[config.mk]
export PLATFORM = sky130hd
export DESIGN_NAME = erf_fault_unit
export DESIGN_NICKNAME = d
export VERILOG_FILES = /design/src/core/erf_pkg.sv /design/src/core/erf_sticky.sv /design/src/core/erf_fault_unit.sv
export VERILOG_INCLUDE_DIRS = /design/src /design/src/core
export SDC_FILE = /design/constraint.sdc
export NUM_CORES = 1
export LEC_CHECK = 0
export BUFFER_PORTS_ARGS = -buffer_cell sky130_fd_sc_hd__buf_2
export CORE_MARGIN = 2
export CORE_UTILIZATION = 47
export DETAILED_ROUTE_END_ITERATION = 8
export MAX_ROUTING_LAYER = met4
export PLACE_DENSITY = 0.84
export SYNTH_ARGS = -nofsm -noshare
export SYNTH_HDL_FRONTEND = slang
export SYNTH_SLANG_ARGS = --single-unit
[constraint.sdc]
create_clock -name i_sys_clk -period 3.9 [get_ports i_sys_clk]
set_input_delay 0.195 -clock i_sys_clk [delete_from_list [all_inputs] [get_ports i_sys_clk]]
set_output_delay 0.195 -clock i_sys_clk [all_outputs]
set_load 0.03 [all_outputs]
[src/core/erf_params.svh]
// Constants for the exception return and fault unit
`ifndef ERF_PARAMS_SVH
`define ERF_PARAMS_SVH
`define ERF_EXIT_UPPER      28'hFFFFFFF
`define ERF_EXIT_HND_MAIN   4'h1
`define ERF_EXIT_THR_MAIN   4'h9
`define ERF_EXIT_THR_PROC   4'hD
`define ERF_PRIO_W          3
`define ERF_PRIO_RST        3'h0
`define ERF_ADDR_W          32
`define ERF_ADDR_RST        32'h00000000
`define ERF_UFS_COPROCESSOR_ACCESS_FLAG        0
`define ERF_UFS_ILLEGAL_OPCODE_FLAG       1
`define ERF_UFS_BAD_EXECUTION_STATE_FLAG     2
`define ERF_UFS_BAD_RETURN_CODE_FLAG       3
`define ERF_UFS_MISALIGNED_ACCESS_FLAG     4
`define ERF_UFS_ZERO_DIVISOR_FLAG        5
`endif

[src/core/erf_pkg.sv]
// Types for the exception return and fault unit
package erf_pkg;
  // Fault class that the pipeline is currently servicing
  typedef enum logic [2:0] {
    ERF_CTX_THREAD,
    ERF_CTX_OTHER,
    ERF_CTX_MEM,
    ERF_CTX_BUS,
    ERF_CTX_USAGE,
    ERF_CTX_HARD,
    ERF_CTX_NMI
  } erf_ctx_t;

  // Raw fault events, one-cycle pulses from the pipeline and bus
  typedef struct packed {
    logic vec_bus_err;
    logic ifetch_viol;
    logic ifetch_xn;
    logic data_viol;
    logic stack_viol;
    logic unstack_viol;
    logic stack_bus_err;
    logic unstack_bus_err;
    logic prefetch_bus_err;
    logic data_bus_exact;
    logic data_bus_inexact;
    logic cop_access;
    logic illegal_opcode_flag_op;
    logic bad_isa;
    logic bad_continuation;
    logic unaligned;
    logic div_zero;
  } erf_events_t;

  // Per-class priority and handler enable
  typedef struct packed {
    logic [2:0] mem_prio;
    logic [2:0] bus_prio;
    logic [2:0] usage_prio;
    logic       mem_en;
    logic       bus_en;
    logic       usage_en;
  } erf_cfg_t;

  // Exception return request and decoded result
  typedef struct packed {
    logic        valid;
    logic        handler_mode;
    logic        load_multi_pc;
    logic        branch_reg;
    logic        load_word_pc;
    logic [31:0] value;
  } erf_ret_req_t;

  typedef struct packed {
    logic to_handler;
    logic use_process_stack;
  } erf_ret_res_t;
endpackage : erf_pkg

[src/core/erf_sticky.sv]
// Sticky cause flag with set-over-clear priority
`timescale 1ns/100ps
`default_nettype none
module erf_sticky #(
  parameter int W = 1
) (
  input  wire logic         i_sys_clk,
  input  wire logic         i_srst,
  input  wire logic [W-1:0] i_set,
  input  wire logic [W-1:0] i_clr,
  output logic      [W-1:0] o_flag
);
  // Set wins over a clear in the same cycle so no event is lost
  always_ff @(posedge i_sys_clk)
  begin
    if (i_srst)
      o_flag <= '0;
    else
      o_flag <= (o_flag & ~i_clr) | i_set;
  end
endmodule // erf_sticky
`default_nettype wire

[src/core/erf_fault_unit.sv]
// Exception return decode, fault classification, escalation and lockup
`timescale 1ns/100ps
`default_nettype none
`include "erf_params.svh"
module erf_fault_unit
  import erf_pkg::*;
#(
  parameter int AW = `ERF_ADDR_W
) (
  input  wire logic             i_sys_clk,
  input  wire logic             i_srst,
  input  wire erf_pkg::erf_ret_req_t i_ret,
  input  wire erf_pkg::erf_events_t  i_evt,
  input  wire erf_pkg::erf_cfg_t     i_cfg,
  input  wire erf_pkg::erf_ctx_t     i_ctx,
  input  wire logic [2:0]       i_cur_prio,
  input  wire logic [AW-1:0]    i_fault_addr,
  input  wire logic             i_nmi,
  input  wire logic             i_dbg_halt,
  input  wire logic [1:0]       i_hard_clr,
  input  wire logic [3:0]       i_mem_clr,
  input  wire logic [4:0]       i_bus_clr,
  input  wire logic [5:0]       i_usage_clr,
  output erf_pkg::erf_ret_res_t o_ret_res,
  output logic                  o_ret_go,
  output logic                  o_take_hard,
  output logic                  o_take_mem,
  output logic                  o_take_bus,
  output logic                  o_take_usage,
  output logic [1:0]            o_hard_status,
  output logic [3:0]            o_mem_status,
  output logic [4:0]            o_bus_status,
  output logic [5:0]            o_usage_status,
  output logic [AW-1:0]         o_mem_addr,
  output logic [AW-1:0]         o_bus_addr,
  output logic                  o_lockup
);
  import erf_pkg::*;

  logic ret_code_seen;
  logic ret_trig;
  logic ret_valid_code;
  logic ret_bad;
  logic [1:0] hard_set;
  logic [3:0] mem_set;
  logic [4:0] bus_set;
  logic [5:0] usage_set;
  logic mem_any;
  logic bus_any;
  logic usage_any;
  logic mem_esc;
  logic bus_esc;
  logic usage_esc;
  logic hard_any;
  logic in_hard;
  // Remembers whether lockup began in the NMI handler
  logic lock_from_nmi_r;
  logic lock_from_nmi_nxt;
  logic lockup_nxt;

  // Only a value with every upper bit set is a return code; any other
  // counter load in handler mode is an ordinary branch and must not fault
  assign ret_code_seen =
    (i_ret.value[31:4] == `ERF_EXIT_UPPER);

  // Return is only recognised from handler mode on a counter load
  assign ret_trig = i_ret.valid && i_ret.handler_mode && ret_code_seen
                    && (i_ret.load_multi_pc || i_ret.branch_reg
                        || i_ret.load_word_pc);

  // Upper bits must be all ones; three low codes are legal
  always_comb
  begin
    ret_valid_code = 1'b0;
    if (i_ret.value[31:4] == `ERF_EXIT_UPPER)
    begin
      unique case (i_ret.value[3:0])
        `ERF_EXIT_HND_MAIN: ret_valid_code = 1'b1;
        `ERF_EXIT_THR_MAIN: ret_valid_code = 1'b1;
        `ERF_EXIT_THR_PROC: ret_valid_code = 1'b1;
        default:            ret_valid_code = 1'b0;
      endcase
    end
  end

  // Reserved code replaces the return with a usage fault
  assign ret_bad = ret_trig && !ret_valid_code;

  // Return decision, registered so the pipeline sees a clean pulse.
  // The result holds until the next legal return, so it may be read late.
  always_ff @(posedge i_sys_clk)
  begin
    if (i_srst)
    begin
      o_ret_go  <= 1'b0;
      o_ret_res <= '0;
    end
    else
    begin
      o_ret_go <= ret_trig && ret_valid_code && !o_lockup;
      if (ret_trig && ret_valid_code)
      begin
        o_ret_res.to_handler <=
          (i_ret.value[3:0] == `ERF_EXIT_HND_MAIN);
        o_ret_res.use_process_stack <=
          (i_ret.value[3:0] == `ERF_EXIT_THR_PROC);
      end
    end
  end

  // Memory management causes; no-execute applies even with protection off
  assign mem_set = {i_evt.unstack_viol,
                    i_evt.stack_viol,
                    i_evt.data_viol,
                    i_evt.ifetch_viol | i_evt.ifetch_xn};

  // Bus causes: exact, inexact, prefetch, unstack, stack
  assign bus_set = {i_evt.stack_bus_err,
                    i_evt.unstack_bus_err,
                    i_evt.prefetch_bus_err,
                    i_evt.data_bus_inexact,
                    i_evt.data_bus_exact};

  // Usage causes in fixed bit positions
  always_comb
  begin
    usage_set = '0;
    usage_set[`ERF_UFS_COPROCESSOR_ACCESS_FLAG]    = i_evt.cop_access;
    usage_set[`ERF_UFS_ILLEGAL_OPCODE_FLAG]   = i_evt.illegal_opcode_flag_op;
    usage_set[`ERF_UFS_BAD_EXECUTION_STATE_FLAG] = i_evt.bad_isa
                                  | i_evt.bad_continuation;
    usage_set[`ERF_UFS_BAD_RETURN_CODE_FLAG]   = ret_bad;
    usage_set[`ERF_UFS_MISALIGNED_ACCESS_FLAG] = i_evt.unaligned;
    usage_set[`ERF_UFS_ZERO_DIVISOR_FLAG]    = i_evt.div_zero;
  end

  assign mem_any   = |mem_set;
  assign bus_any   = |bus_set;
  assign usage_any = |usage_set;
  // Hard fault and NMI handlers sit above every configurable priority
  assign in_hard   = (i_ctx == ERF_CTX_HARD) || (i_ctx == ERF_CTX_NMI);

  // Escalate when disabled, when in own handler, or when not more urgent.
  // A numerically smaller priority is more urgent, so >= cannot preempt.
  always_comb
  begin
    mem_esc = mem_any && (!i_cfg.mem_en
      || i_ctx == ERF_CTX_MEM
      || (i_ctx != ERF_CTX_THREAD
          && i_cfg.mem_prio >= i_cur_prio)
      || in_hard);
    // Stacking error on entry to the bus handler still runs it
    bus_esc = bus_any && !(i_evt.stack_bus_err
                           && i_ctx == ERF_CTX_BUS
                           && bus_set[3:0] == 4'h0)
      && (!i_cfg.bus_en
          || i_ctx == ERF_CTX_BUS
          || (i_ctx != ERF_CTX_THREAD && i_cfg.bus_prio >= i_cur_prio)
          || in_hard);
    // Usage faults follow the same rules as memory faults
    usage_esc = usage_any && (!i_cfg.usage_en
      || i_ctx == ERF_CTX_USAGE
      || (i_ctx != ERF_CTX_THREAD && i_cfg.usage_prio >= i_cur_prio)
      || in_hard);
  end

  // Hard fault causes: vector read error and escalation
  assign hard_set = {mem_esc | bus_esc | usage_esc,
                     i_evt.vec_bus_err};
  // Any hard cause, direct or escalated, counts for dispatch and lockup
  assign hard_any = |hard_set;

  // Cause flags hold until software clears them
  erf_sticky #(.W(2)) u_hard_flags (
    .i_sys_clk (i_sys_clk),
    .i_srst    (i_srst),
    .i_set     (hard_set),
    .i_clr     (i_hard_clr),
    .o_flag    (o_hard_status)
  );

  erf_sticky #(.W(4)) u_mem_flags (
    .i_sys_clk (i_sys_clk),
    .i_srst    (i_srst),
    .i_set     (mem_set),
    .i_clr     (i_mem_clr),
    .o_flag    (o_mem_status)
  );

  erf_sticky #(.W(5)) u_bus_flags (
    .i_sys_clk (i_sys_clk),
    .i_srst    (i_srst),
    .i_set     (bus_set),
    .i_clr     (i_bus_clr),
    .o_flag    (o_bus_status)
  );

  erf_sticky #(.W(6)) u_usage_flags (
    .i_sys_clk (i_sys_clk),
    .i_srst    (i_srst),
    .i_set     (usage_set),
    .i_clr     (i_usage_clr),
    .o_flag    (o_usage_status)
  );

  // Address capture only for memory and bus classes. Inexact errors carry
  // no trustworthy address, so they leave the bus address alone.
  always_ff @(posedge i_sys_clk)
  begin
    if (i_srst)
    begin
      o_mem_addr <= `ERF_ADDR_RST;
      o_bus_addr <= `ERF_ADDR_RST;
    end
    else
    begin
      if (mem_any)
        o_mem_addr <= i_fault_addr;
      if (bus_any && !i_evt.data_bus_inexact)
        o_bus_addr <= i_fault_addr;
    end
  end

  // Handler dispatch; hard fault is never taken on top of itself
  // Nothing executes in lockup, so no handler is dispatched from it
  always_ff @(posedge i_sys_clk)
  begin
    if (i_srst)
    begin
      o_take_hard  <= 1'b0;
      o_take_mem   <= 1'b0;
      o_take_bus   <= 1'b0;
      o_take_usage <= 1'b0;
    end
    else
    begin
      o_take_hard  <= hard_any && !in_hard && !o_lockup;
      o_take_mem   <= mem_any && !mem_esc && !o_lockup;
      o_take_bus   <= bus_any && !bus_esc && !o_lockup;
      o_take_usage <= usage_any && !usage_esc && !o_lockup;
    end
  end

  // Lockup entry and release
  // An NMI cannot rescue a lockup that the NMI handler itself caused
  always_comb
  begin
    lockup_nxt        = o_lockup;
    lock_from_nmi_nxt = lock_from_nmi_r;
    if (!o_lockup && hard_any && in_hard)
    begin
      lockup_nxt        = 1'b1;
      lock_from_nmi_nxt = (i_ctx == ERF_CTX_NMI);
    end
    else if (o_lockup
             && (i_dbg_halt || (i_nmi && !lock_from_nmi_r)))
    begin
      lockup_nxt        = 1'b0;
      lock_from_nmi_nxt = 1'b0;
    end
  end

  // Reset clears lockup
  always_ff @(posedge i_sys_clk)
  begin
    if (i_srst)
    begin
      o_lockup        <= 1'b0;
      lock_from_nmi_r <= 1'b0;
    end
    else
    begin
      o_lockup        <= lockup_nxt;
      lock_from_nmi_r <= lock_from_nmi_nxt;
    end
  end
endmodule // erf_fault_unit
`default_nettype wire

==> results.ini <==
[power_and_ir_drop]
design_power_total_mw=1.98
power_density_nw_per_um2=404
power_leakage_nw=2.53
ir_drop_v=0.000253

[yosys]
yosysTopAreaCell=dfxtp_1
yosysWarnings=0
synth_top_cells_by_count=134 x nand2_1, 90 x dfxtp_1, 85 x a21oi_1
synth_xor_xnor_area_share=0.00244
synth-compound-area-share=0.160
async_flop_share=0
synth_top_family_by_area=simple AND/OR/NAND/NOR gates
synth_seq_cells=90
yosysMostFrequentCell=nand2_1
yosysTopAreaCellShare=0.502
syn_nets=588
synth-edff-count=0
netlist_top_cells_area=dfxtp_1 50%, nand2_1 14%, a21oi_1 12%
syn_inst=454
synthMuxAreaShare=0
ys_seq_area_frac=0.502
yosys.area_share.adder=0.0314
yosys.area_share.simple=0.248
syn-cell-area_um2=3590
yosysUniqueCellTypes=42
ys.flop_type=dfxtp_1
avgSynthCellArea_um2=7.90

[setup_path]
crit_buf_inv=1
crit_fanout=3
worst-path-stages=9
worstPathRequired_ns=4.13
arrival_ns=2.01
cp_slowest_cell=a2111o_1
worst_setup_path_end_kind=register
rr_startpoint=o_lockup
critPathTopFamily=compound AO/OA/AOI/OAI gates
critPathLaunchType=input port
worst-setup-path-type=in -> reg
path_cells=buf_2 -> ha_1 -> nand2b_1 -> a21o_1 -> a2111o_1 -> nand2_2 -> o21ai_2 -> o31a_1 -> a32o_2
critPathLaunch=i_cur_prio[0]
rr_worst_depth=3
cpPeakStageDelay_ns=0.43

[floorplan]
die_w_um=91.4
die_area_um2=8350
std_cell_rows=31
io_pins=214
die_height_um=91.4
core_area_um2=7330
start_util=0.489

[sta]
period_needed_ns=1.78
max_freq_mhz=562
setup_viol=0
tightest_slew_ns=1.16
rsz0062_at_grt=no
fin_skew_ns=0.00157
fin_crit_sh=0.456
slew_headroom=0.228
finalHoldViolations=0
final_max_slew_viol_count=0
setup_tns_ns=0

[cts]
path_clk_slew_ns=0.08
cts_max_path_buffers=2
cts_buffers=9
cts_sinks=90
hold_buffers=0
insertion_delay_ns=0.33
post-cts-setup-buffers=0
cts_root_buf=clkbuf_8
h-tree-depth=3
cts_resized=0
cts_tree=built

[worst_hold_path]
hp-start=i_evt[0]
min_path_cells=3
hp-class=in -> reg

[route]
drtIter0Drc=100
drt-wirelength-per-cell_um=12.9
vias=3776
drc_errors=0
ant_nets=0
first_pass_iters=5
vias_per_cell=4.97
drt-total-wl_um=9820

[run_status]
status=completed

[layout]
layout.nets=790
synthToLayoutAreaGrowth_pct=36.2
drive_above_1_share=0.373
postLayoutCellArea_um2=4880
fin_util=0.666
num_antenna_cells=0

[place]
dpl_cell_area_um2=4700
port_buffers=213
place_congestion=0.833
dpl.hpwl_um=7380

[global_routing]
overflow=0
grt_pass1_vias=3573
grtUsageTotal=0.236
grt_pass1_wl_um=15700
antenna_found_initial=0
grt_max_degree=74

[run]
cap_violations=0

per-stage QoR:
step	setup WS (ns)	cells	hold WS, ns
after floorplan	1.96	454	0.312
after global placement	1.83	744	0.423
after detailed placement	1.78	744	0.432
after CTS	2.14	759	0.0728
after global routing	2.05	759	0.0696
final	2.12	759	0.0880
layout make-up:
class	instances	area [um^2]
fill	643	2450
sequential	90	1800
multi-input combinational	314	1590
timing repair buffer	216	1090
clock buffer	9	124
tap	99	124
inverter	25	93.8
clock inverter	6	65.1
worst reg2reg max path, cell delays in order, from the launching register on:
cell	delay (ns)
dfxtp_1	0.49
nor2_1	0.13
o31a_1	0.15
a32o_2	0.27
routing by layer:
layer | part of all wire | routed length (um) | up-vias | track usage
li1 | - | - | 1891 | -
met1 | 0.41 | 4030 | 1733 | 0.267
met2 | 0.51 | 5040 | 137 | 0.417
met3 | 0.061 | 599 | 15 | 0.0440
met4 | 0.015 | 145 | 0 | 0.0859
met5 | 0 | 0 | - | -
final timing paths:
check	end	slack (ns)
worst max-delay path	lock_from_nmi_r	2.12
worst min-delay path	u_usage_flags.o_flag[5]	0.09
worst max register to register	lock_from_nmi_r	2.76
worst min register to register	o_mem_addr[15]	0.45
report_power, final:
group | internal, mW | switching, mW
Clock | 0.295 | 0.322
Sequential | 0.971 | 0.0259
Combinational | 0.129 | 0.233
layout by cell type (no fill, tap or decap), types with 4 or more instances in the layout:
| cell type | count |
|---|---|
| nand4_1 | 8 |
| nand2b_1 | 4 |
| nor2b_1 | 5 |
| inv_1 | 25 |
| a21oi_1 | 85 |
| clkbuf_8 | 9 |
| nand2_1 | 134 |
| nor2_1 | 24 |
| dfxtp_1 | 90 |
| o21ai_0 | 5 |
| buf_2 | 213 |
| ha_1 | 9 |
registers in the layout, summed over array words and instances (netlist names):
| signal | cells |
|---|---|
| o_ret_go | 1 |
| o_mem_addr | 32 |
| u_usage_flags.o_flag | 6 |
| lock_from_nmi_r | 1 |
| o_bus_addr | 32 |
| o_take_bus | 1 |
| o_take_mem | 1 |
| u_hard_flags.o_flag | 2 |
| u_bus_flags.o_flag | 5 |
| o_lockup | 1 |
| o_take_hard | 1 |
| u_mem_flags.o_flag | 4 |
| o_take_usage | 1 |
| o_ret_res | 2 |
cell families (layout without fill, tap and decap cells):
kind of cell | after synthesis | after routing
and+or+nand+nor | 200 | 200
DFF | 90 | 90
xor gates and xnor gates | 1 | 1
AOI/OAI and AO/OA | 104 | 104
buffers and inverters | 50 | 256
adders and majority gates | 9 | 9
Note: power is estimated with default switching activity, not from simulation.
